--- config.mk ---
export PLATFORM = sky130hd
export DESIGN_NAME = cci_interrupt_unit
export DESIGN_NICKNAME = d
export VERILOG_FILES = /design/src/core/cci_pkg.sv /design/src/core/cci_error_state.sv /design/src/core/cci_interrupt_unit.sv
export SDC_FILE = /design/constraint.sdc
export NUM_CORES = 1
export LEC_CHECK = 0
export BUFFER_PORTS_ARGS = -buffer_cell sky130_fd_sc_hd__buf_4
export CORE_UTILIZATION = 54
export DETAILED_ROUTE_END_ITERATION = 16
export GPL_TIMING_DRIVEN = 1
export PLACE_DENSITY = 0.84
export SETUP_SLACK_MARGIN = 0.5
export SYNTH_ARGS = -nofsm -noshare
export SYNTH_HDL_FRONTEND = slang
export SYNTH_SLANG_ARGS = --single-unit
export TNS_END_PERCENT = 10
--- constraint.sdc ---
create_clock -name sys_clk -period 4.7 [get_ports sys_clk]
set_input_delay 0 -clock sys_clk [delete_from_list [all_inputs] [get_ports sys_clk]]
set_output_delay 0 -clock sys_clk [all_outputs]
set_load 0.02 [all_outputs]
--- src/core/cci_pkg.sv ---
package cci_pkg;

    // ------------------------------------------------------------------
    // Register addresses on the device register port
    // ------------------------------------------------------------------
    localparam logic [7:0] ADDR_STATUS   = 8'h0E; // Controller status register.
    localparam logic [7:0] ADDR_ENABLES  = 8'h2B; // Interrupt source enables.
    localparam logic [7:0] ADDR_FLAGS    = 8'h2C; // Interrupt source flags.
    localparam logic [7:0] ADDR_ERRFLAGS = 8'h2D; // Error condition flags.

    // ------------------------------------------------------------------
    // Reset values
    // ------------------------------------------------------------------
    localparam logic [7:0] RST_ENABLES = 8'h00; // All sources disabled.
    localparam logic [7:0] RST_FLAGS   = 8'h00; // No source pending.
    localparam logic [1:0] RST_OVR     = 2'h0;  // No receive overflow.
    localparam logic [5:0] RST_ESTATE  = 6'h00; // Error-active, no warning.

    // ------------------------------------------------------------------
    // Bit positions shared by the enable and flag registers
    // ------------------------------------------------------------------
    localparam int BIT_RX0  = 0; // Receive buffer 0 full.
    localparam int BIT_RX1  = 1; // Receive buffer 1 full.
    localparam int BIT_TX0  = 2; // Transmit buffer 0 empty.
    localparam int BIT_TX1  = 3; // Transmit buffer 1 empty.
    localparam int BIT_TX2  = 4; // Transmit buffer 2 empty.
    localparam int BIT_ERR  = 5; // Error state change or overflow.
    localparam int BIT_WAKE = 6; // Bus activity wakeup.
    localparam int BIT_MERR = 7; // Message error.

    // ------------------------------------------------------------------
    // Error condition and status register layout and limits
    // ------------------------------------------------------------------
    localparam int EF_OVR_LSB = 6; // Overflow bits sit at 7:6.
    localparam int STAT_CODE_LSB = 1; // Pending code sits at 3:1 of status.
    localparam logic [8:0] LIM_WARN    = 9'h060; // Warning at 96.
    localparam logic [8:0] LIM_PASSIVE = 9'h07F; // Passive above 127.
    localparam logic [8:0] LIM_BUSOFF  = 9'h0FF; // Bus-off above 255.

    // ------------------------------------------------------------------
    // Pending source codes, lower value means higher priority
    // ------------------------------------------------------------------
    localparam logic [2:0] CODE_NONE = 3'h0;
    localparam logic [2:0] CODE_ERR  = 3'h1;
    localparam logic [2:0] CODE_WAKE = 3'h2;
    localparam logic [2:0] CODE_TX0  = 3'h3;
    localparam logic [2:0] CODE_TX1  = 3'h4;
    localparam logic [2:0] CODE_TX2  = 3'h5;
    localparam logic [2:0] CODE_RX0  = 3'h6;
    localparam logic [2:0] CODE_RX1  = 3'h7;

    // ------------------------------------------------------------------
    // Carriers
    // ------------------------------------------------------------------
    // One register port access: write with bit mask, or read.
    typedef struct packed {
        logic       wr;    // Write strobe, one cycle.
        logic       rd;    // Read strobe, one cycle.
        logic [7:0] addr;  // Register address.
        logic [7:0] wdata; // Write data.
        logic [7:0] mask;  // Bits to change; all ones for a plain write.
    } cci_req_t;

    // Hardware events from the protocol engine, each a one-cycle pulse.
    typedef struct packed {
        logic [2:0] tx_empty;     // Transmit buffer became empty.
        logic [1:0] rx_msg_valid; // Accepted message ready for a buffer.
        logic       msg_error;    // Error during a message.
        logic       bus_activity; // Activity seen on the CAN bus.
    } cci_evt_t;

    // Error state bits: bus-off, tx/rx passive, tx/rx warning, any warning.
    typedef struct packed {
        logic busoff;
        logic tx_passive;
        logic rx_passive;
        logic tx_warn;
        logic rx_warn;
        logic any_warn;
    } cci_estate_t;

endpackage : cci_pkg

--- src/core/cci_error_state.sv ---
`timescale 1ns/1ps

// ----------------------------------------------------------------------
// Error state decode from the two error counters
// ----------------------------------------------------------------------
module cci_error_state (
    input  wire logic                 sys_clk,
    input  wire logic                 sys_rst,
    input  wire logic [8:0]           tx_err_count,
    input  wire logic [8:0]           rx_err_count,
    output cci_pkg::cci_estate_t      estate_q,
    output logic                      change_q
);

    cci_pkg::cci_estate_t estate_d; // Decoded state this cycle.

    // Warning, passive and bus-off limits from the counter values.
    assign estate_d.tx_warn    = tx_err_count >= cci_pkg::LIM_WARN;
    assign estate_d.rx_warn    = rx_err_count >= cci_pkg::LIM_WARN;
    assign estate_d.tx_passive = tx_err_count >  cci_pkg::LIM_PASSIVE;
    assign estate_d.rx_passive = rx_err_count >  cci_pkg::LIM_PASSIVE;
    assign estate_d.busoff     = tx_err_count >  cci_pkg::LIM_BUSOFF;
    assign estate_d.any_warn   = estate_d.tx_warn | estate_d.rx_warn;

    // Register the state and pulse when any bit of it moves.
    always_ff @(posedge sys_clk or posedge sys_rst) begin
        if (sys_rst) begin
            estate_q <= cci_pkg::RST_ESTATE;
            change_q <= 1'b0;
        end else begin
            estate_q <= estate_d;
            change_q <= estate_d != estate_q;
        end
    end

    // Bus-off must follow a counter beyond 255 by one cycle.
    a_busoff_limit: assert property (@(posedge sys_clk) disable iff (sys_rst)
        (tx_err_count > 9'h0FF) |=> estate_q.busoff)
        else $error("Bus-off not shown for a counter beyond the limit.");

    // A change of state is pulsed on the same edge that registers it.
    a_change_pulse: assert property (@(posedge sys_clk) disable iff (sys_rst)
        ($past(estate_d) != $past(estate_q)) |-> change_q)
        else $error("Error state change was not pulsed.");

endmodule : cci_error_state

--- src/core/cci_interrupt_unit.sv ---
// Function
// - Eight sources, each with enable and flag.
// - Pending enabled source holds interrupt output low.
// - Flag cannot clear while its condition persists.
// - Host-set flag interrupts like a hardware event.
// - Output low until all cleared; code shows top.
// - Lower code is higher priority, updates immediately.
// - Code considers only enabled sources.
// - Code values: none, error, wake, tx, rx.
// - Transmit buffer empty sets its flag.
// - Received message sets receive flag after frame.
// - Any message error sets message error flag.
// - Bus activity in sleep sets wakeup, exits; here only with the wakeup enable set.
// - Overflow or error state change sets error flag.
// - Overflow bit set on occupied buffer, host clears.
// - Warning when an error counter reaches 96.
// - Passive signalled when counter exceeds 127.
// - Bus-off when transmit counter exceeds 255.
// - Pending while any associated flag remains set.
// - Enable bit order, all read/write, reset zero.
// - Flag register at 2Ch, same bit order.
// - Buffer overflow bit stays until host resets.
`timescale 1ns/1ps

module cci_interrupt_unit #(
    parameter int NUM_SRC = 8 // Number of interrupt sources.
) (
    input  wire logic              sys_clk,
    input  wire logic              sys_rst,
    input  wire cci_pkg::cci_req_t reg_req,
    input  wire cci_pkg::cci_evt_t evt,
    input  wire logic              asleep,
    input  wire logic [8:0]        tx_err_count,
    input  wire logic [8:0]        rx_err_count,
    output logic [7:0]             reg_rdata_q,
    output logic                   reg_rvalid_q,
    output logic                   int_n_q,
    output logic [2:0]             pending_source_code_q,
    output logic                   wake_req_q,
    output cci_pkg::cci_estate_t   error_state_q
);

    // ------------------------------------------------------------------
    // Functions
    // ------------------------------------------------------------------

    // Highest priority enabled pending source; message error has no code.
    function automatic logic [2:0] cci_prio_code(input logic [NUM_SRC-1:0] act);
        logic [2:0] code;
        code = cci_pkg::CODE_NONE;
        if (act[cci_pkg::BIT_RX1]) code = cci_pkg::CODE_RX1;
        if (act[cci_pkg::BIT_RX0]) code = cci_pkg::CODE_RX0;
        if (act[cci_pkg::BIT_TX2]) code = cci_pkg::CODE_TX2;
        if (act[cci_pkg::BIT_TX1]) code = cci_pkg::CODE_TX1;
        if (act[cci_pkg::BIT_TX0]) code = cci_pkg::CODE_TX0;
        if (act[cci_pkg::BIT_WAKE]) code = cci_pkg::CODE_WAKE;
        if (act[cci_pkg::BIT_ERR]) code = cci_pkg::CODE_ERR;
        return code;
    endfunction : cci_prio_code

    // Apply a masked write to a stored value.
    function automatic logic [7:0] cci_merge(input logic [7:0] old, input logic [7:0] wd,
                                             input logic [7:0] msk);
        return (old & ~msk) | (wd & msk);
    endfunction : cci_merge

    // ------------------------------------------------------------------
    // State
    // ------------------------------------------------------------------
    logic [NUM_SRC-1:0]   enables_q;   // Interrupt source enables.
    logic [NUM_SRC-1:0]   enables_d;   // Next enable value, after any host write.
    logic [NUM_SRC-1:0]   flags_q;     // Interrupt source flags.
    logic [NUM_SRC-1:0]   flags_d;     // Next flag value.
    logic [1:0]           ovr_q;       // Receive buffer overflow bits.
    logic [1:0]           ovr_d;       // Next overflow value.
    cci_pkg::cci_estate_t estate;      // Decoded error state.
    logic                 estate_chg;  // Error state moved last cycle.

    // ------------------------------------------------------------------
    // Register port decode
    // ------------------------------------------------------------------
    wire wr_en   = reg_req.wr && (reg_req.addr == cci_pkg::ADDR_ENABLES);
    wire wr_flg  = reg_req.wr && (reg_req.addr == cci_pkg::ADDR_FLAGS);
    wire wr_ef   = reg_req.wr && (reg_req.addr == cci_pkg::ADDR_ERRFLAGS);
    wire [1:0] ef_wd  = reg_req.wdata[cci_pkg::EF_OVR_LSB +: 2];
    wire [1:0] ef_msk = reg_req.mask[cci_pkg::EF_OVR_LSB +: 2];

    // Enables as they stand after this edge. The outputs are computed from this
    // value so that an enable write and the interrupt pin move on the same edge;
    // a one-edge lag would leave the pin high with an enabled flag pending.
    assign enables_d = wr_en ? cci_merge(enables_q, reg_req.wdata, reg_req.mask)
                             : enables_q;

    // ------------------------------------------------------------------
    // Hardware events
    // ------------------------------------------------------------------
    // A message for a full receive buffer is an overflow, not a load.
    wire [1:0] rx_load = evt.rx_msg_valid & ~flags_q[cci_pkg::BIT_RX1:cci_pkg::BIT_RX0];
    wire [1:0] rx_ovf  = evt.rx_msg_valid & flags_q[cci_pkg::BIT_RX1:cci_pkg::BIT_RX0];
    // Wakeup only counts while asleep with its enable set.
    wire wake_evt = asleep && evt.bus_activity && enables_q[cci_pkg::BIT_WAKE];
    wire err_evt  = (|rx_ovf) || estate_chg;

    // Set vector in register bit order.
    wire [NUM_SRC-1:0] set_evt = {evt.msg_error, wake_evt, err_evt,
                                  evt.tx_empty, rx_load};

    // Conditions that still prevail keep their flag against a host clear.
    wire [NUM_SRC-1:0] hold = set_evt |
                              ({{(NUM_SRC-1){1'b0}}, |ovr_q} << cci_pkg::BIT_ERR);

    // Host write result, then held bits, then hardware sets on top.
    wire [7:0] flg_wr = wr_flg ? cci_merge(flags_q, reg_req.wdata, reg_req.mask)
                               : flags_q;
    assign flags_d = flg_wr | (flags_q & hold) | set_evt;

    // Overflow bits: host may clear, a new overflow wins over the clear.
    wire [1:0] ovr_wr = wr_ef ? ((ovr_q & ~ef_msk) | (ef_wd & ef_msk)) : ovr_q;
    assign ovr_d = ovr_wr | rx_ovf;

    // Enabled pending sources drive both outputs.
    // Both the next flags and the next enables feed the registered outputs.
    wire [NUM_SRC-1:0] active_d = flags_d & enables_d;
    wire [NUM_SRC-1:0] active_q = flags_q & enables_q;

    // ------------------------------------------------------------------
    // Read data selection
    // ------------------------------------------------------------------
    wire [7:0] status_rd = 8'(pending_source_code_q) << cci_pkg::STAT_CODE_LSB;
    wire [7:0] ef_rd     = {ovr_q, estate};
    wire [7:0] rd_mux    = (reg_req.addr == cci_pkg::ADDR_ENABLES)  ? enables_q :
                           (reg_req.addr == cci_pkg::ADDR_FLAGS)    ? flags_q   :
                           (reg_req.addr == cci_pkg::ADDR_ERRFLAGS) ? ef_rd     :
                           (reg_req.addr == cci_pkg::ADDR_STATUS)   ? status_rd :
                           8'h00;

    // ------------------------------------------------------------------
    // Error state decode
    // ------------------------------------------------------------------
    cci_error_state u_estate (
        .sys_clk      (sys_clk),
        .sys_rst      (sys_rst),
        .tx_err_count (tx_err_count),
        .rx_err_count (rx_err_count),
        .estate_q     (estate),
        .change_q     (estate_chg)
    );

    // ------------------------------------------------------------------
    // Registers
    // ------------------------------------------------------------------

    // Enable register, plain read/write with bit mask.
    always_ff @(posedge sys_clk or posedge sys_rst) begin
        if (sys_rst) begin
            enables_q <= cci_pkg::RST_ENABLES;
        end else begin
            // Unchanged unless the host writes the enable address.
            enables_q <= enables_d;
        end
    end

    // Flags and overflow bits.
    always_ff @(posedge sys_clk or posedge sys_rst) begin
        if (sys_rst) begin
            flags_q <= cci_pkg::RST_FLAGS;
            ovr_q   <= cci_pkg::RST_OVR;
        end else begin
            flags_q <= flags_d;
            ovr_q   <= ovr_d;
        end
    end

    // Interrupt output and pending code, both tracking the next flags and enables.
    // They therefore always match the flag and enable registers after each edge.
    always_ff @(posedge sys_clk or posedge sys_rst) begin
        if (sys_rst) begin
            int_n_q               <= 1'b1;
            pending_source_code_q <= cci_pkg::CODE_NONE;
        end else begin
            int_n_q               <= ~(|active_d);
            pending_source_code_q <= cci_prio_code(active_d);
        end
    end

    // Read answer, wakeup request and error state copy.
    always_ff @(posedge sys_clk or posedge sys_rst) begin
        if (sys_rst) begin
            reg_rdata_q   <= 8'h00;
            reg_rvalid_q  <= 1'b0;
            wake_req_q    <= 1'b0;
            error_state_q <= cci_pkg::RST_ESTATE;
        end else begin
            reg_rdata_q   <= reg_req.rd ? rd_mux : reg_rdata_q;
            reg_rvalid_q  <= reg_req.rd;
            wake_req_q    <= wake_evt;
            error_state_q <= estate;
        end
    end

    // ------------------------------------------------------------------
    // Assertions
    // ------------------------------------------------------------------

    a_int_low_pending: assert property (@(posedge sys_clk) disable iff (sys_rst)
        (|(flags_q & enables_q)) |-> !int_n_q)
        else $error("Interrupt output high with an enabled flag pending.");

    a_int_high_idle: assert property (@(posedge sys_clk) disable iff (sys_rst)
        !(|(flags_q & enables_q)) |-> int_n_q)
        else $error("Interrupt output low with nothing pending.");

    a_code_tracks: assert property (@(posedge sys_clk) disable iff (sys_rst)
        pending_source_code_q == cci_prio_code(active_q))
        else $error("Pending code does not match the enabled flags.");

    a_code_err_top: assert property (@(posedge sys_clk) disable iff (sys_rst)
        (flags_q[5] && enables_q[5]) |-> (pending_source_code_q == 3'h1))
        else $error("Error source not reported as code one.");

    a_set_wins_clear: assert property (@(posedge sys_clk) disable iff (sys_rst)
        (|set_evt) |=> ((flags_q & $past(set_evt)) == $past(set_evt)))
        else $error("A hardware set was lost.");

    a_rx_overflow_set: assert property (@(posedge sys_clk) disable iff (sys_rst)
        (evt.rx_msg_valid[1] && flags_q[1]) |=> (ovr_q[1] && flags_q[5]))
        else $error("Overflow on a full buffer not recorded.");

    a_wake_in_sleep: assert property (@(posedge sys_clk) disable iff (sys_rst)
        wake_req_q |-> ($past(asleep) && $past(evt.bus_activity) && flags_q[6]))
        else $error("Wakeup request without bus activity in sleep.");

    a_host_set_irq: assert property (@(posedge sys_clk) disable iff (sys_rst)
        (wr_flg && |(reg_req.wdata & reg_req.mask & enables_q)) |=> !int_n_q)
        else $error("Host-set enabled flag did not interrupt.");

    a_err_flag_held: assert property (@(posedge sys_clk) disable iff (sys_rst)
        (|ovr_q && flags_q[5]) |=> flags_q[5])
        else $error("Error flag cleared while overflow still stands.");

endmodule : cci_interrupt_unit

==> reports/results.tsv <==
stage	metric	value	unit
run	max-cap violations	0	
yosys	Post-synth top cells	44 x dfrtp_1, 19 x nand2_1, 15 x nor2_1	
critical_path	crit-path max FO	11	
timing	fin worst setup slack	2.392	ns
timing	RSZ-0062 raised after global routing	no	
timing	Slew HR	24.62	%
hold_path	worst hold endpoint	u_estate.estate_q[1]	
timing	final period utilization	49.10	%
layout	fin nets	344	
routing	1st-iter DRT viols	182	
yosys	Synth area leaders	dfrtp_1 48%, nand2_1 3.1%, a22oi_1 2.6%, nor2_1 2.4%, a31oi_1 2.2%	
critical_path	R2R Path End	int_n_q	
yosys	cells after synthesis	210	
floorplanning	CORE AREA	0.004058	sq mm
routing	vias per cell	6.129	
timing	max-slew violations	0	
yosys	sequential cell area fraction in the yosys report	49.05	%
global_routing	first-pass GRT wire length	9177	um
routing	Vias	2090	
routing	WL final	5880	um
timing	Worst-Margin Slew	1.115	ns
power	pwr dens	263.5	mW/mm^2
timing	Final Hold Viols	0	
global_routing	number of global-route vias before repair	1923	
critical_path	crit path capture type	flop	
critical_path	worst r2r src	ovr_q[1]	
critical_path	CP Data Required Time	4.89	ns
yosys	EDFF count, synth	0	
global_routing	initial antenna violation count	0	
layout	Area Growth Syn to Fin	33.59	%
timing	Final setup viols	0	
routing	remaining antenna violation count	0	
yosys	Most used DFF post-synth	dfrtp_1	
timing	setup_tns	0	ns
power	maximum vdd drop	0.0001663	V
yosys	Net Count, Synth	264	
layout	ant diodes	0	
hold_path	Hold Crit Class	in2reg	
yosys	Syn Area/Cell	10.95	sq um
global_routing	gr usage total	27.86	%
placed_design	post-place setup slack	2.438	ns
clock_network	clock sink total	45	
hold_path	Hold Crit Depth	2	
routing	DRC viols	0	
critical_path	critical path class	in2reg	
yosys	Synth top area share	47.90	%
clock_network	Worst-path clk slew	0.09	ns
yosys	Synth area leader	dfrtp_1	
placed_design	GP Congestion	0.8565	
timing	Post-Route Skew	0.007291	ns
floorplanning	Initial Utilization	56.65	%
critical_path	reg2reg setup slack	3.02	ns
placed_design	Port Buffers	63	
yosys	#FFs+latches synth	45	
clock_network	CTS Buf Count	5	
floorplanning	Die ar.	0.004521	sq mm
layout	# fillers	287	
yosys	Mapped Area	0.002298	sq mm
routing	drt pass-1 iters	5	
yosys	Ys Warns	0	
clock_network	Longest Clk Path Bufs	2	
yosys	unique cell type count in the Yosys netlist	58	
floorplanning	# rows	23	
clock_network	clock insertion delay at the later pin of the skew report	0.30	ns
routing	WL per Instance	17.24	um
yosys	Post-synth ARST share	100.0	%
power	Leak	1.372	nW
timing	min Tclk post-route	2.308	ns
layout	share of cells above drive strength 1	32.99	%
yosys	most frequent cell after synthesis	dfrtp_1	
placed_design	dpl hpwl	4134	um
critical_path	startpoint types	input pin	
hold_path	HP Start	rx_err_count[8]	
global_routing	largest net degree at the start of global routing	46	
floorplanning	Boundary Pins	74	
clock_network	CTS tree	built	
clock_network	htree depth	2	
status	outcome	finished, final reports clean	
clock_network	Root Buffer	clkbuf_8	
floorplanning	DIE HEIGHT	67.24	um
critical_path	arrival time of the worst setup path	2.49	ns
timing	Max Freq	433.3	MHz
clock_network	CTS resizes	0	
global_routing	total grt overflow	0	
critical_path	reg2reg path depth	5	
floorplanning	die width	67.24	um
[cell type report]
| type | count | area [sq um] | share of cell area [%] |
|---|---|---|---|
| tap | 50 | 62.56 | 2.037 |
| timing repair buffer | 82 | 660.6 | 21.52 |
| multi-input combinational | 146 | 1092 | 35.57 |
| clock inverter | 3 | 21.27 | 0.6927 |
| clock buffer | 5 | 68.82 | 2.241 |
| sequential | 45 | 1127 | 36.72 |
| inverter | 10 | 37.54 | 1.222 |
[cell usage in the layout, fill, tap and decap left out, types with 2 or more instances in the layout]
cell / instances
a22o_1: 2
or4_1: 2
nand4bb_1: 3
nand2b_1: 2
buf_4: 64
a21oi_1: 5
nor2_1: 15
dlygate4sd3_1: 18
or2_2: 2
a31oi_1: 8
o221ai_1: 2
and2_1: 3
nand3_1: 6
nor3_1: 4
a22oi_2: 2
o41ai_2: 2
o31ai_1: 5
and3_1: 2
clkbuf_8: 5
nor2b_1: 4
a221o_1: 2
a211o_1: 2
a22oi_1: 8
mux2i_1: 4
nand2_1: 19
nand4_1: 8
mux2_2: 3
a222oi_1: 3
dfrtp_1: 44
and4b_2: 2
a211oi_1: 2
inv_1: 9
a21boi_0: 2
[worst max-delay path, cell delays in order]
cell and delay, ns:
buf_4 0.13, nor4bb_2 0.96, and3_2 0.50, nand3_1 0.13
mux2i_1 0.17, nand2_1 0.06, dlygate4sd3_1 0.55
[worst max path at each step]
stage	start	to	slack (ns)	cells after the start
floorplan	reg_req[22]	pending_source_code_q[0]	3.18	6
global placement	reg_req[20]	pending_source_code_q[0]	2.46	6
detailed placement	reg_req[20]	pending_source_code_q[0]	2.44	6
CTS	reg_req[20]	ovr_q[1]	2.40	7
global route	reg_req[20]	ovr_q[1]	2.25	7
finish	reg_req[20]	ovr_q[1]	2.39	7
[flip-flops by register name, summed over array words and instances, names as in the netlist]
register / count
u_estate.change_q: 1
ovr_q: 2
enables_q: 8
flags_q: 8
u_estate.estate_q: 6
error_state_q: 6
reg_rdata_q: 8
int_n_q: 1
wake_req_q: 1
reg_rvalid_q: 1
pending_source_code_q: 3
[repair_timing]
action,CTS,global route
hold buffers,18,0
hold endpoints to repair,59,0
setup buffers,0,0
[metrics by stage]
step / hold WS [ns] / cells / power (mW) / util (%) / instance area [sq um]
floorplan: 0.03143 / 210 / 0.4938 / - / 2298
global placement: 0.1431 / 315 / 0.5573 / 69.01 / 2800
detailed placement: 0.1456 / 315 / 0.5605 / 69.01 / 2800
CTS: 0.0007677 / 341 / 0.8089 / 75.67 / 3070
global route: 0.004371 / 341 / 0.8442 / 75.67 / 3070
finish: 0.0002169 / 341 / 0.8091 / 75.67 / 3070
[cells by family after synthesis]
logic type	after synthesis	synth area share [%]
AND/OR/NAND/NOR	82	21.18
AO/OA/AOI/OAI	55	21.88
flip-flops	45	49.05
buffers and inverters	19	3.702
multiplexers	8	3.810
XOR/XNOR	1	0.3811
[per-layer routing]
metal | vias up | part of all wire, % | wire length, um | GRT usage, %
met1 | 988 | 44 | 2586 | 37.96
met5 | - | 0 | 0 | 0
met2 | 117 | 47 | 2747 | 44.13
met3 | 16 | 7.8 | 458 | 4.730
met4 | 0 | 1.5 | 88 | 10.64
li1 | 969 | - | - | -
[where the power goes]
part / leakage, nW / total, mW / switching [mW] / internal, mW
Clock: 0.0445 / 0.244 / 0.138 / 0.106
Sequential: 0.513 / 0.422 / 0.0144 / 0.407
Combinational: 0.814 / 0.143 / 0.0726 / 0.0708
Total: 1.37 / 0.809 / 0.225 / 0.584
Power figures use the tool's default switching activity.
